**config.mk**
```make
export PLATFORM = sky130hd
export DESIGN_NAME = sbcsfl_core
export DESIGN_NICKNAME = d
export VERILOG_FILES = /design/src/core/sbcsfl_pkg.sv /design/src/core/sbcsfl_core.sv
export SDC_FILE = /design/constraint.sdc
export NUM_CORES = 1
export LEC_CHECK = 0
export ABC_AREA = 1
export CAP_MARGIN = 20
export CORE_MARGIN = 1.5
export CORE_UTILIZATION = 35
export CTS_CLUSTER_SIZE = 25
export DETAILED_ROUTE_END_ITERATION = 6
export DONT_BUFFER_PORTS = 1
export PLACE_DENSITY = 0.6
export SYNTH_ARGS = -nofsm -noshare
export SYNTH_HDL_FRONTEND = slang
export SYNTH_SLANG_ARGS = --single-unit
```
**constraint.sdc**
```tcl
create_clock -name sys_clk -period 1.9 [get_ports sys_clk]
set_input_delay 0.285 -clock sys_clk [delete_from_list [all_inputs] [get_ports sys_clk]]
set_output_delay 0.285 -clock sys_clk [all_outputs]
set_load 0.02 [all_outputs]
```
**src/core/sbcsfl_pkg.sv**
```systemverilog
// sbcsfl_pkg: constants and state type of the status flag latch bank.
// assumes a single 20 MHz system clock.
package sbcsfl_pkg;
    // ----------------------------------------------------------------
    // flag positions
    // ----------------------------------------------------------------
    localparam int NUM_FLAGS = 16;
    localparam int FLG_HS3_SHORT = 0;
    localparam int FLG_HS2_SHORT = 1;
    localparam int FLG_PARITY = 2;
    localparam int FLG_SEL_STUCK = 3;
    localparam int FLG_SEC_UV = 4;
    localparam int FLG_PRI_OV = 5;
    localparam int FLG_HS0_THERMAL = 6;
    localparam int FLG_WD_HALF = 7;
    localparam int FLG_WAKE_IO13 = 8;
    localparam int FLG_WAKE_IO02 = 9;
    localparam int FLG_WAKE_CMD = 10;
    localparam int FLG_FORCED_WAKE = 11;
    localparam int FLG_INT_TIMEOUT = 12;
    localparam int FLG_LP_OFF = 13;
    localparam int FLG_SW_RESET = 14;
    localparam int FLG_DEBUG_EXIT = 15;

    // ----------------------------------------------------------------
    // reset values
    // ----------------------------------------------------------------
    localparam logic [15:0] FLAGS_RST = 16'h0000;
    localparam logic [15:0] CNT_RST = 16'h0000;

    // ----------------------------------------------------------------
    // timing
    // ----------------------------------------------------------------
    localparam int CLK_FREQ_KHZ = 20000;
    localparam int SEL_STUCK_TIME_US = 2000;
    // least time, rounded up to whole cycles
    localparam int SEL_STUCK_CYCLES =
        (SEL_STUCK_TIME_US * CLK_FREQ_KHZ + 999) / 1000;
    localparam int WD_HALF_PERCENT = 50;

    // ----------------------------------------------------------------
    // state
    // ----------------------------------------------------------------
    typedef logic [15:0] sbcsfl_flags_t;

    typedef struct packed {
        logic [15:0] flags;
        logic [15:0] rd_data;
        logic rd_valid;
        logic [15:0] sel_cnt;
        logic sel_hit;
        logic wd_over;
    } sbcsfl_state_t;
endpackage

```
**src/core/sbcsfl_core.sv**
```systemverilog
// sbcsfl_core: latched status flags of the system basis chip.
// assumes detector outputs and spi decode strobes are synchronous to
// sys_clk; the spi engine pulses flag_read with a mask of flags read.
`timescale 1ns/1ns
module sbcsfl_core #(
    parameter int SEL_STUCK_CYCLES = sbcsfl_pkg::SEL_STUCK_CYCLES
) (
    input wire logic sys_clk,
    input wire logic reset,
    input wire logic spi_select_n,
    input wire logic spi_parity_err,
    input wire logic flag_read,
    input wire sbcsfl_pkg::sbcsfl_flags_t flag_read_mask,
    input wire logic high_side_switch3_short,
    input wire logic high_side_switch2_short,
    input wire logic secondary_supply_under_threshold,
    input wire logic primary_supply_over_threshold,
    input wire logic high_side_switch0_over_temp,
    input wire logic flash_mode,
    input wire logic [15:0] wd_elapsed,
    input wire logic [15:0] wd_period,
    input wire logic wake_io13,
    input wire logic wake_io02,
    input wire logic spi_wake_cmd,
    input wire logic low_power_regulator_on_mode,
    input wire logic forced_wakeup_evt,
    input wire logic int_service_timeout,
    input wire logic wakeup_evt,
    input wire logic low_power_regulator_off_mode,
    input wire logic spi_reset_req,
    input wire logic debug_exit_hw,
    output logic [15:0] flags,
    output logic [15:0] read_data,
    output logic read_valid
);
    import sbcsfl_pkg::*;

    // ----------------------------------------------------------------
    // flag update
    // ----------------------------------------------------------------
    // set has priority, so an event landing on a read is never lost;
    // condition flags are set every cycle the condition stands, which
    // makes a read during the fault ineffective.
    function automatic logic flag_next(input logic cur, input logic set,
                                       input logic clr);
        flag_next = set | (cur & ~clr);
    endfunction

    sbcsfl_state_t st_q;
    sbcsfl_state_t st_d;
    logic [15:0] set_vec;
    logic [15:0] clr_vec;
    logic wd_over_now;
    logic sel_limit;

    // 23-bit products keep the percent compare exact for 16-bit counts
    assign wd_over_now = flash_mode &&
        ({7'h00, wd_elapsed} * 23'(100) >
         {7'h00, wd_period} * 23'(WD_HALF_PERCENT));
    assign sel_limit = st_q.sel_cnt == 16'(SEL_STUCK_CYCLES);

    always_comb begin
        set_vec = 16'h0000;
        set_vec[FLG_HS3_SHORT] = high_side_switch3_short;
        set_vec[FLG_HS2_SHORT] = high_side_switch2_short;
        set_vec[FLG_PARITY] = spi_parity_err;
        // a select that rises in the limit cycle was low for exactly
        // the limit, which is not yet longer than it
        set_vec[FLG_SEL_STUCK] = sel_limit & ~st_q.sel_hit &
                                 ~spi_select_n;
        set_vec[FLG_SEC_UV] = secondary_supply_under_threshold;
        set_vec[FLG_PRI_OV] = primary_supply_over_threshold;
        set_vec[FLG_HS0_THERMAL] = high_side_switch0_over_temp;
        set_vec[FLG_WD_HALF] = wd_over_now & ~st_q.wd_over;
        set_vec[FLG_WAKE_IO13] = wake_io13;
        set_vec[FLG_WAKE_IO02] = wake_io02;
        set_vec[FLG_WAKE_CMD] = spi_wake_cmd &
                                low_power_regulator_on_mode;
        set_vec[FLG_FORCED_WAKE] = forced_wakeup_evt;
        set_vec[FLG_INT_TIMEOUT] = int_service_timeout;
        set_vec[FLG_LP_OFF] = wakeup_evt &
                              low_power_regulator_off_mode;
        set_vec[FLG_SW_RESET] = spi_reset_req;
        set_vec[FLG_DEBUG_EXIT] = debug_exit_hw;
    end

    assign clr_vec = flag_read ? flag_read_mask : 16'h0000;

    // ----------------------------------------------------------------
    // next state
    // ----------------------------------------------------------------
    always_comb begin
        st_d = st_q;
        for (int i = 0; i < NUM_FLAGS; i++) begin
            st_d.flags[i] = flag_next(st_q.flags[i], set_vec[i],
                                      clr_vec[i]);
        end
        // answer carries the value held before this read clears it
        st_d.rd_valid = flag_read;
        if (flag_read) begin
            st_d.rd_data = st_q.flags & flag_read_mask;
        end
        // select-low timer: saturates, one flag per low period
        if (spi_select_n) begin
            st_d.sel_cnt = CNT_RST;
            st_d.sel_hit = 1'b0;
        end else begin
            if (!sel_limit) begin
                st_d.sel_cnt = st_q.sel_cnt + 16'h0001;
            end
            if (sel_limit) begin
                st_d.sel_hit = 1'b1;
            end
        end
        st_d.wd_over = wd_over_now;
    end

    always_ff @(posedge sys_clk or posedge reset) begin
        if (reset) begin
            st_q <= '{flags: FLAGS_RST, rd_data: FLAGS_RST,
                      rd_valid: 1'b0, sel_cnt: CNT_RST,
                      sel_hit: 1'b0, wd_over: 1'b0};
        end else begin
            st_q <= st_d;
        end
    end

    assign flags = st_q.flags;
    assign read_data = st_q.rd_data;
    assign read_valid = st_q.rd_valid;
endmodule // sbcsfl_core

```
==> flow_metrics.tcl, run 1 <==
set metrics [dict create \
    status "finished with violations" \
    violations "setup timing" \
    grt_max_degree 50 \
    grt_first_pass_wirelength_um 20500 \
    root_buffer "clkbuf_16" \
    cp.arrival_ns 3.50 \
    slowest_delay_ns 0.49 \
    synth_edf_count 0 \
    placementRows 47 \
    grt_overflow 0 \
    syn_nets 979 \
    dieArea_um2 18100 \
    crit_path_top_delay_cell "fa_1" \
    synth_top_cell_area_share_pct 26.4 \
    grtUsageTotal_pct 13.6 \
    hold_path.class "in2reg" \
    die_y_um 135 \
    drive_gt1_share_pct 26.8 \
    synthFlopType "dfrtp_1" \
    num_io_pins 102 \
    nets 1031 \
    cts_tree "built" \
    dr_total_vias 4805 \
    crit_chain "ha_1 > ha_1 > inv_1 > fa_1 > inv_2 > ha_4 > buf_4 > a21oi_1 > buf_4 > o21ai_2 > buf_4 > xnor2_1 > ha_1 > nand2_1 > nor4_1 > nand3_1 > nand2_1 > nand2_1 > nand3_1 > nand2_1" \
    portBuffers 0 \
    clock-sinks 51 \
    yosysWarningCount 0 \
    antenna_left 0 \
    htreeDepth 2 \
    hold_viol 0 \
    gp_congestion 0.801 \
    yosys_register_bits 51 \
    clock_latency_ns 0.29 \
    avgSynthCellArea_um2 7.99 \
    area_growth_pct 25.6 \
    ir_drop_mv 0.526 \
    drtIter0Drc 154 \
    dp_cells 1006 \
    finalCritPeriodShare_pct 175 \
    ys_top_cells_by_area "ha_1, dfrtp_1, inv_1" \
    setup_slack_ns -1.43 \
    path_buf_inv 5 \
    start_kind "primary input" \
    yosysTopAreaCell "ha_1" \
    power_density_nw_per_um2 902 \
    critPathTopFamily "adder cells" \
    ys_seq_area_share_pct 21.0 \
    leakagePower_nw 3.93 \
    yosysMostFrequentCell "inv_1" \
    drc 0 \
    via_per_inst 4.65 \
    drt_pass1_iterations 4 \
    place_ws_ns -1.82 \
    antenna_found_initial 0 \
    hold_ws_ns 0.0289 \
    insertedDiodeCount 0 \
    setup_tns_ns -2.74 \
    power_mw 6.88 \
    crit_type "in2reg" \
    path_clk_slew_ns 0.07 \
    final_max_slew_viol_count 0 \
    dp_hpwl_um 10300 \
    final_cell_count_no_fill 1033 \
    cts_buffer_depth 2 \
    tightest_slew_ns 0.426 \
    worst_setup_path_end_kind "flop" \
    fmax_ghz 0.301 \
    n_fill_cell 1657 \
    grt_pass1_vias 4787 \
    start_util_pct 36.2 \
    required_ns 2.08 \
    die_w_um 135 \
    clock_skew_ns 0.00320 \
    wl_um 12600 \
    wire_per_inst_um 12.2 \
    synth.distinct_cells 37 \
    async_flop_share_pct 100 \
    netlist_area_um2 6070 \
    rsz0062_at_grt "yes" \
    crit_fanout 3 \
    cts_made_buffers 5 \
    syn_inst 760 \
    design_area_um2 7620 \
    path_common_cell "nand2_1" \
    dpl_cell_area_um2 6900 \
    post-route-util_pct 45.5 \
    period_minus_slack_ns 3.33 \
    max_cap_viol_count 0 \
    coreArea_um2 16800 \
    slew_headroom_pct 71.3 \
    final-setup-viol-count 2 \
    ys_top_cells_by_count "inv_1, ha_1, nand2_1" \
]
[worst paths after layout]
kind / endpoint / slack, ns / depth (start not counted) / from
setup / recovery: flags[7]$_DFF_PP0_ / -1.43 / 20 / wd_period[7]
hold / removal: read_valid$_DFF_PP0_ / 0.03 / 0 / flag_read
setup reg to reg: st_q[16]$_DFFE_PP0P_ / 0.26 / 8 / st_q[2]$_DFFE_PP0P_
hold reg to reg: flags[3]$_DFF_PP0_ / 0.47 / 1 / st_q[1]$_DFFE_PP0P_
max in group asynchronous: flags[14]$_DFF_PP0_ / 0.92 / 3 / reset
min in group asynchronous: flags[3]$_DFF_PP0_ / 0.40 / 2 / reset
[per-layer routing]
layer	share of wire [%]	global-route usage (%)	up-vias
li1	-	-	2509
met1	43	16.3	2175
met2	51	25.7	109
met3	5.2	1.73	12
met4	1.0	3.11	0
met5	0	0	-
[report_power, final]
part	leakage, nW	switching (mW)	total (mW)	internal (mW)
logic	3.22	2.27	4.51	2.24
registers	0.626	0.174	1.35	1.18
clock network	0.0804	0.392	1.02	0.625
total	3.93	2.83	6.88	4.04
[cell usage in the layout (no fill, tap or decap), types with 2 or more instances in the layout]
cell type  instances
xor2_1            21
o31ai_1            2
a21oi_2           12
ha_4              34
o21ai_2            3
nand3_1           36
nor2_2             6
xor2_2             3
clkbuf_16          5
inv_1            147
ha_2               4
o21bai_1           3
fa_2               2
a22o_1             2
o21ai_1            3
nand4_1            6
nor2_4             2
nand2_4            2
nor3_1             5
nand3_2           11
fa_1              20
nand2_1          109
nor4_1             5
inv_2             20
ha_1              90
nor3_2             2
a31oi_1            2
dfrtp_1           51
a21boi_4           2
a21o_1            14
o21ai_0           28
nand2_2           12
a21oi_1           23
xnor2_1            8
a21oi_4            5
nor2_1            16
buf_4             82
[logic make-up after synthesis]
kind of cell | count (synthesis) | share of synthesized area (%)
AO/OA/AOI/OAI | 103 | 9.87
XOR/XNOR | 33 | 4.76
adder cells (fa/ha/maj) | 150 | 33.6
buffers and inverters | 206 | 14.7
flip-flops | 51 | 21.0
AND/OR/NAND/NOR | 217 | 16.0
[final cells by class]
cell class,instances,area (um^2),share of cell area [%]
clock buffer,5,125,1.64
clock inverter,3,46.3,0.607
inverter,168,633,8.31
multi-input combinational,503,4640,60.9
sequential,51,1280,16.7
tap,220,275,3.61
timing repair buffer,83,626,8.21
[registers in the layout (all words and copies together) (netlist names)]
name and count:
st_q 18, flags 16, read_data 16, read_valid 1
[repair_timing]
item / CTS / global route
gates cloned: 0 / 0
resized for setup: 17 / 64
endpoints found under the hold margin: 13 / 0
endpoints found under the setup margin: 2 / 2
pin swaps: 30 / 73
hold buffers: 1 / 0
setup buffers: 6 / 12
Power figures use the tool's default switching activity.
==> inputs of run 2 (changes only) <==
--- a/config.mk
+++ b/config.mk
@@ -5,11 +5,10 @@
 export SDC_FILE = /design/constraint.sdc
 export NUM_CORES = 1
 export LEC_CHECK = 0
-export ABC_AREA = 1
+export ABC_AREA = 0
 export CAP_MARGIN = 20
 export CORE_MARGIN = 1.5
 export CORE_UTILIZATION = 35
-export CTS_CLUSTER_SIZE = 25
 export DETAILED_ROUTE_END_ITERATION = 6
 export DONT_BUFFER_PORTS = 1
 export PLACE_DENSITY = 0.6
==> run 2 against run 1 <==
Compared with the run above: the flow still finishes with violations (setup timing); maximum frequency fell by 19%; global-route usage rose by 0.46 points; sequential cell count did not move; count of clock-buffer cells in the layout did not move; cell area fell by 10%; register-to-register slack improved by 0.02 ns; first-iteration DRC count fell by 16%; sequential share of layout area rose by 2.0 points; combinational power fell by 18%; sequential power barely moved; critical path type unchanged; largest power group unchanged.
==> flow_metrics.tcl, run 2 <==
set metrics [dict create \
    drc 0 \
    finalCritPeriodShare_pct 216 \
    crit_fanout 4 \
    path_common_cell "ha_4" \
    antenna_left 0 \
    clock-sinks 51 \
    cts_made_buffers 5 \
    tightest_slew_ns 0.497 \
    worst_setup_path_end_kind "flop" \
    setup_tns_ns -4.37 \
    insertedDiodeCount 0 \
    async_flop_share_pct 100 \
    path_clk_slew_ns 0.07 \
    drtIter0Drc 129 \
    dr_total_vias 4353 \
    layout_common_cells "inv_1, ha_1, buf_4" \
    hold_path.class "in2reg" \
    cp.arrival_ns 4.27 \
    top_register "st_q" \
    start_util_pct 35.7 \
    htreeDepth 2 \
    cts_tree "built" \
    portBuffers 0 \
    max_cap_viol_count 0 \
    crit_path_top_delay_cell "fa_1" \
    synth_edf_count 0 \
    via_per_inst 4.68 \
    syn_nets 884 \
    worst_r2r_path_depth 7 \
    n_fill_cell 1661 \
    syn_inst 665 \
    place_ws_ns -2.69 \
    avgSynthCellArea_um2 8.83 \
    slew_headroom_pct 66.0 \
    nets 929 \
    grt_pass1_vias 4582 \
    required_ns 2.07 \
    slowest_delay_ns 0.51 \
    yosysMostFrequentCell "ha_1" \
    dieArea_um2 17600 \
    wire_per_inst_um 12.7 \
    grtUsageTotal_pct 14.0 \
    leakagePower_nw 3.64 \
    period_minus_slack_ns 4.10 \
    synth.distinct_cells 49 \
    violations "setup timing" \
    grt_first_pass_wirelength_um 20500 \
    r2r-start "st_q[5]$_DFFE_PP0P_" \
    final-setup-viol-count 2 \
    drive_gt1_share_pct 16.6 \
    drt_pass1_iterations 4 \
    critPathCapture "flags[7]$_DFF_PP0_" \
    clock_skew_ns 0.00592 \
    antenna_found_initial 0 \
    yosysWarningCount 0 \
    yosysTopAreaCell "ha_1" \
    clock_latency_ns 0.29 \
    largest_register_ff_count 18 \
    wl_um 11800 \
    num_io_pins 102 \
    synth_top_cell_area_share_pct 27.3 \
    status "finished with violations" \
    reg2reg_to "st_q[17]$_DFFE_PP0P_" \
    ys_top_cells_by_area "ha_1, dfrtp_1, inv_1" \
    netlist_area_um2 5870 \
    crit_chain "ha_4 > ha_4 > inv_2 > fa_1 > inv_2 > ha_4 > and2_4 > a31o_1 > a311oi_2 > a21oi_2 > nor4_4 > nor2_1 > a21oi_1 > xor2_1 > ha_1 > a21o_1 > a21o_1 > a21oi_2 > o21ai_2 > a221oi_2 > o32ai_2 > nand2_1 > o21ai_1" \
    coreArea_um2 16500 \
    r2r_slack_ns 0.28 \
    synthFlopType "dfrtp_1" \
    dp_hpwl_um 10300 \
    cts_buffer_depth 2 \
    root_buffer "clkbuf_16" \
    post-route-util_pct 41.5 \
    hold_viol 0 \
    ys_top_cells_by_count "ha_1, inv_1, dfrtp_1" \
    multi_input_area_um2 4040 \
    ys_seq_area_share_pct 21.7 \
    crit_start "wd_period[4]" \
    yosys_register_bits 51 \
    fmax_ghz 0.244 \
    area_growth_pct 16.2 \
    final_max_slew_viol_count 0 \
    crit_type "in2reg" \
    grt_overflow 0 \
    grt_max_degree 50 \
    power_density_nw_per_um2 880 \
    die_w_um 133 \
    regArea_um2 1280 \
    ir_drop_mv 0.670 \
    placementRows 47 \
    start_kind "primary input" \
    gp_congestion 0.825 \
    setup_slack_ns -2.20 \
    rsz0062_at_grt "yes" \
    die_y_um 133 \
]
run 2: cell types whose count changed in the layout (fill, tap and decap cells not counted), sizes merged, moves of 6 or more:
cell    previous run  this run
nand2b             0         7
nand3             48        27
buf               82        76
inv              169       126
nand2            123        37
and3               0         6
a21o              14        25
a21oi             40        33
nor2              24        31
run 2: metal layers:
metal	share of wire (%)	wire length, um	vias to the layer above	global-route usage, %
met5	0	0	-	0
met4	1.3	158	0	3.54
met3	6.1	722	9	2.95
met2	49	5850	108	25.9
met1	43	5110	1964	16.5
li1	-	-	2272	-
run 2: area by class of cell:
class | count | share of cell area [%]
clock buffer | 5 | 1.83
clock inverter | 3 | 0.642
inverter | 126 | 6.93
multi-input combinational | 449 | 59.2
sequential | 51 | 18.7
tap | 220 | 4.03
timing repair buffer | 77 | 8.69
run 2: what timing repair did:
action,in CTS,in global routing
endpoints found under the hold margin,20,0
setup endpoints to repair,2,2
pin swaps,19,4
cloned,0,0
setup buffers,4,1
resized for setup,15,5
hold buffers,1,0
run 2: worst min path at each step:
stage	start	endpoint	slack, ns	depth (start not counted)
finish	flag_read	read_valid$_DFF_PP0_	0.02	0
global route	flag_read	read_valid$_DFF_PP0_	0.01	0
CTS	flag_read	read_valid$_DFF_PP0_	0.01	0
detailed placement	reset	read_data[4]$_DFFE_PP0P_	0.21	1
global placement	reset	read_data[13]$_DFFE_PP0P_	0.21	1
floorplan	flag_read	read_valid$_DFF_PP0_	0.32	0
run 2: cell families (layout without fill, tap and decap cells):
| kind of cell | count (synthesis) | count (layout) | synth area share (%) |
|---|---|---|---|
| xor+xnor | 42 | 42 | 6.26 |
| buf+inv | 165 | 211 | 12.6 |
| flops | 51 | 51 | 21.7 |
| compound gates | 120 | 120 | 13.2 |
| fa+ha+maj | 150 | 150 | 34.8 |
| simple gates | 137 | 137 | 11.4 |
run 2: metrics by stage:
stage          hold WS [ns]  power (mW)  std cells  instance area (um^2)
2_1_floorplan         0.316        3.77        665                  5940
3_3_place_gp          0.210        4.73        918                  6500
3_5_place_dp          0.210        4.77        918                  6500
4_1_cts              0.0142        5.96        930                  6790
5_1_grt              0.0108        6.65        931                  6830
6_report             0.0226        6.01        931                  6830
run 2: worst max-delay path, delay by kind of cell:
kind	cells	cell delay, ns
AND/OR/NAND/NOR	4	0.49
buffers and inverters	2	0.08
XOR/XNOR	1	0.16
AO/OA/AOI/OAI	11	1.73
adder cells (fa/ha/maj)	5	1.50
run 2: power by group:
group	leakage [nW]	switching [mW]	internal [mW]
clock	0.0838	0.373	0.620
combinational	2.93	1.80	1.88
sequential	0.631	0.164	1.17
total	3.64	2.34	3.67
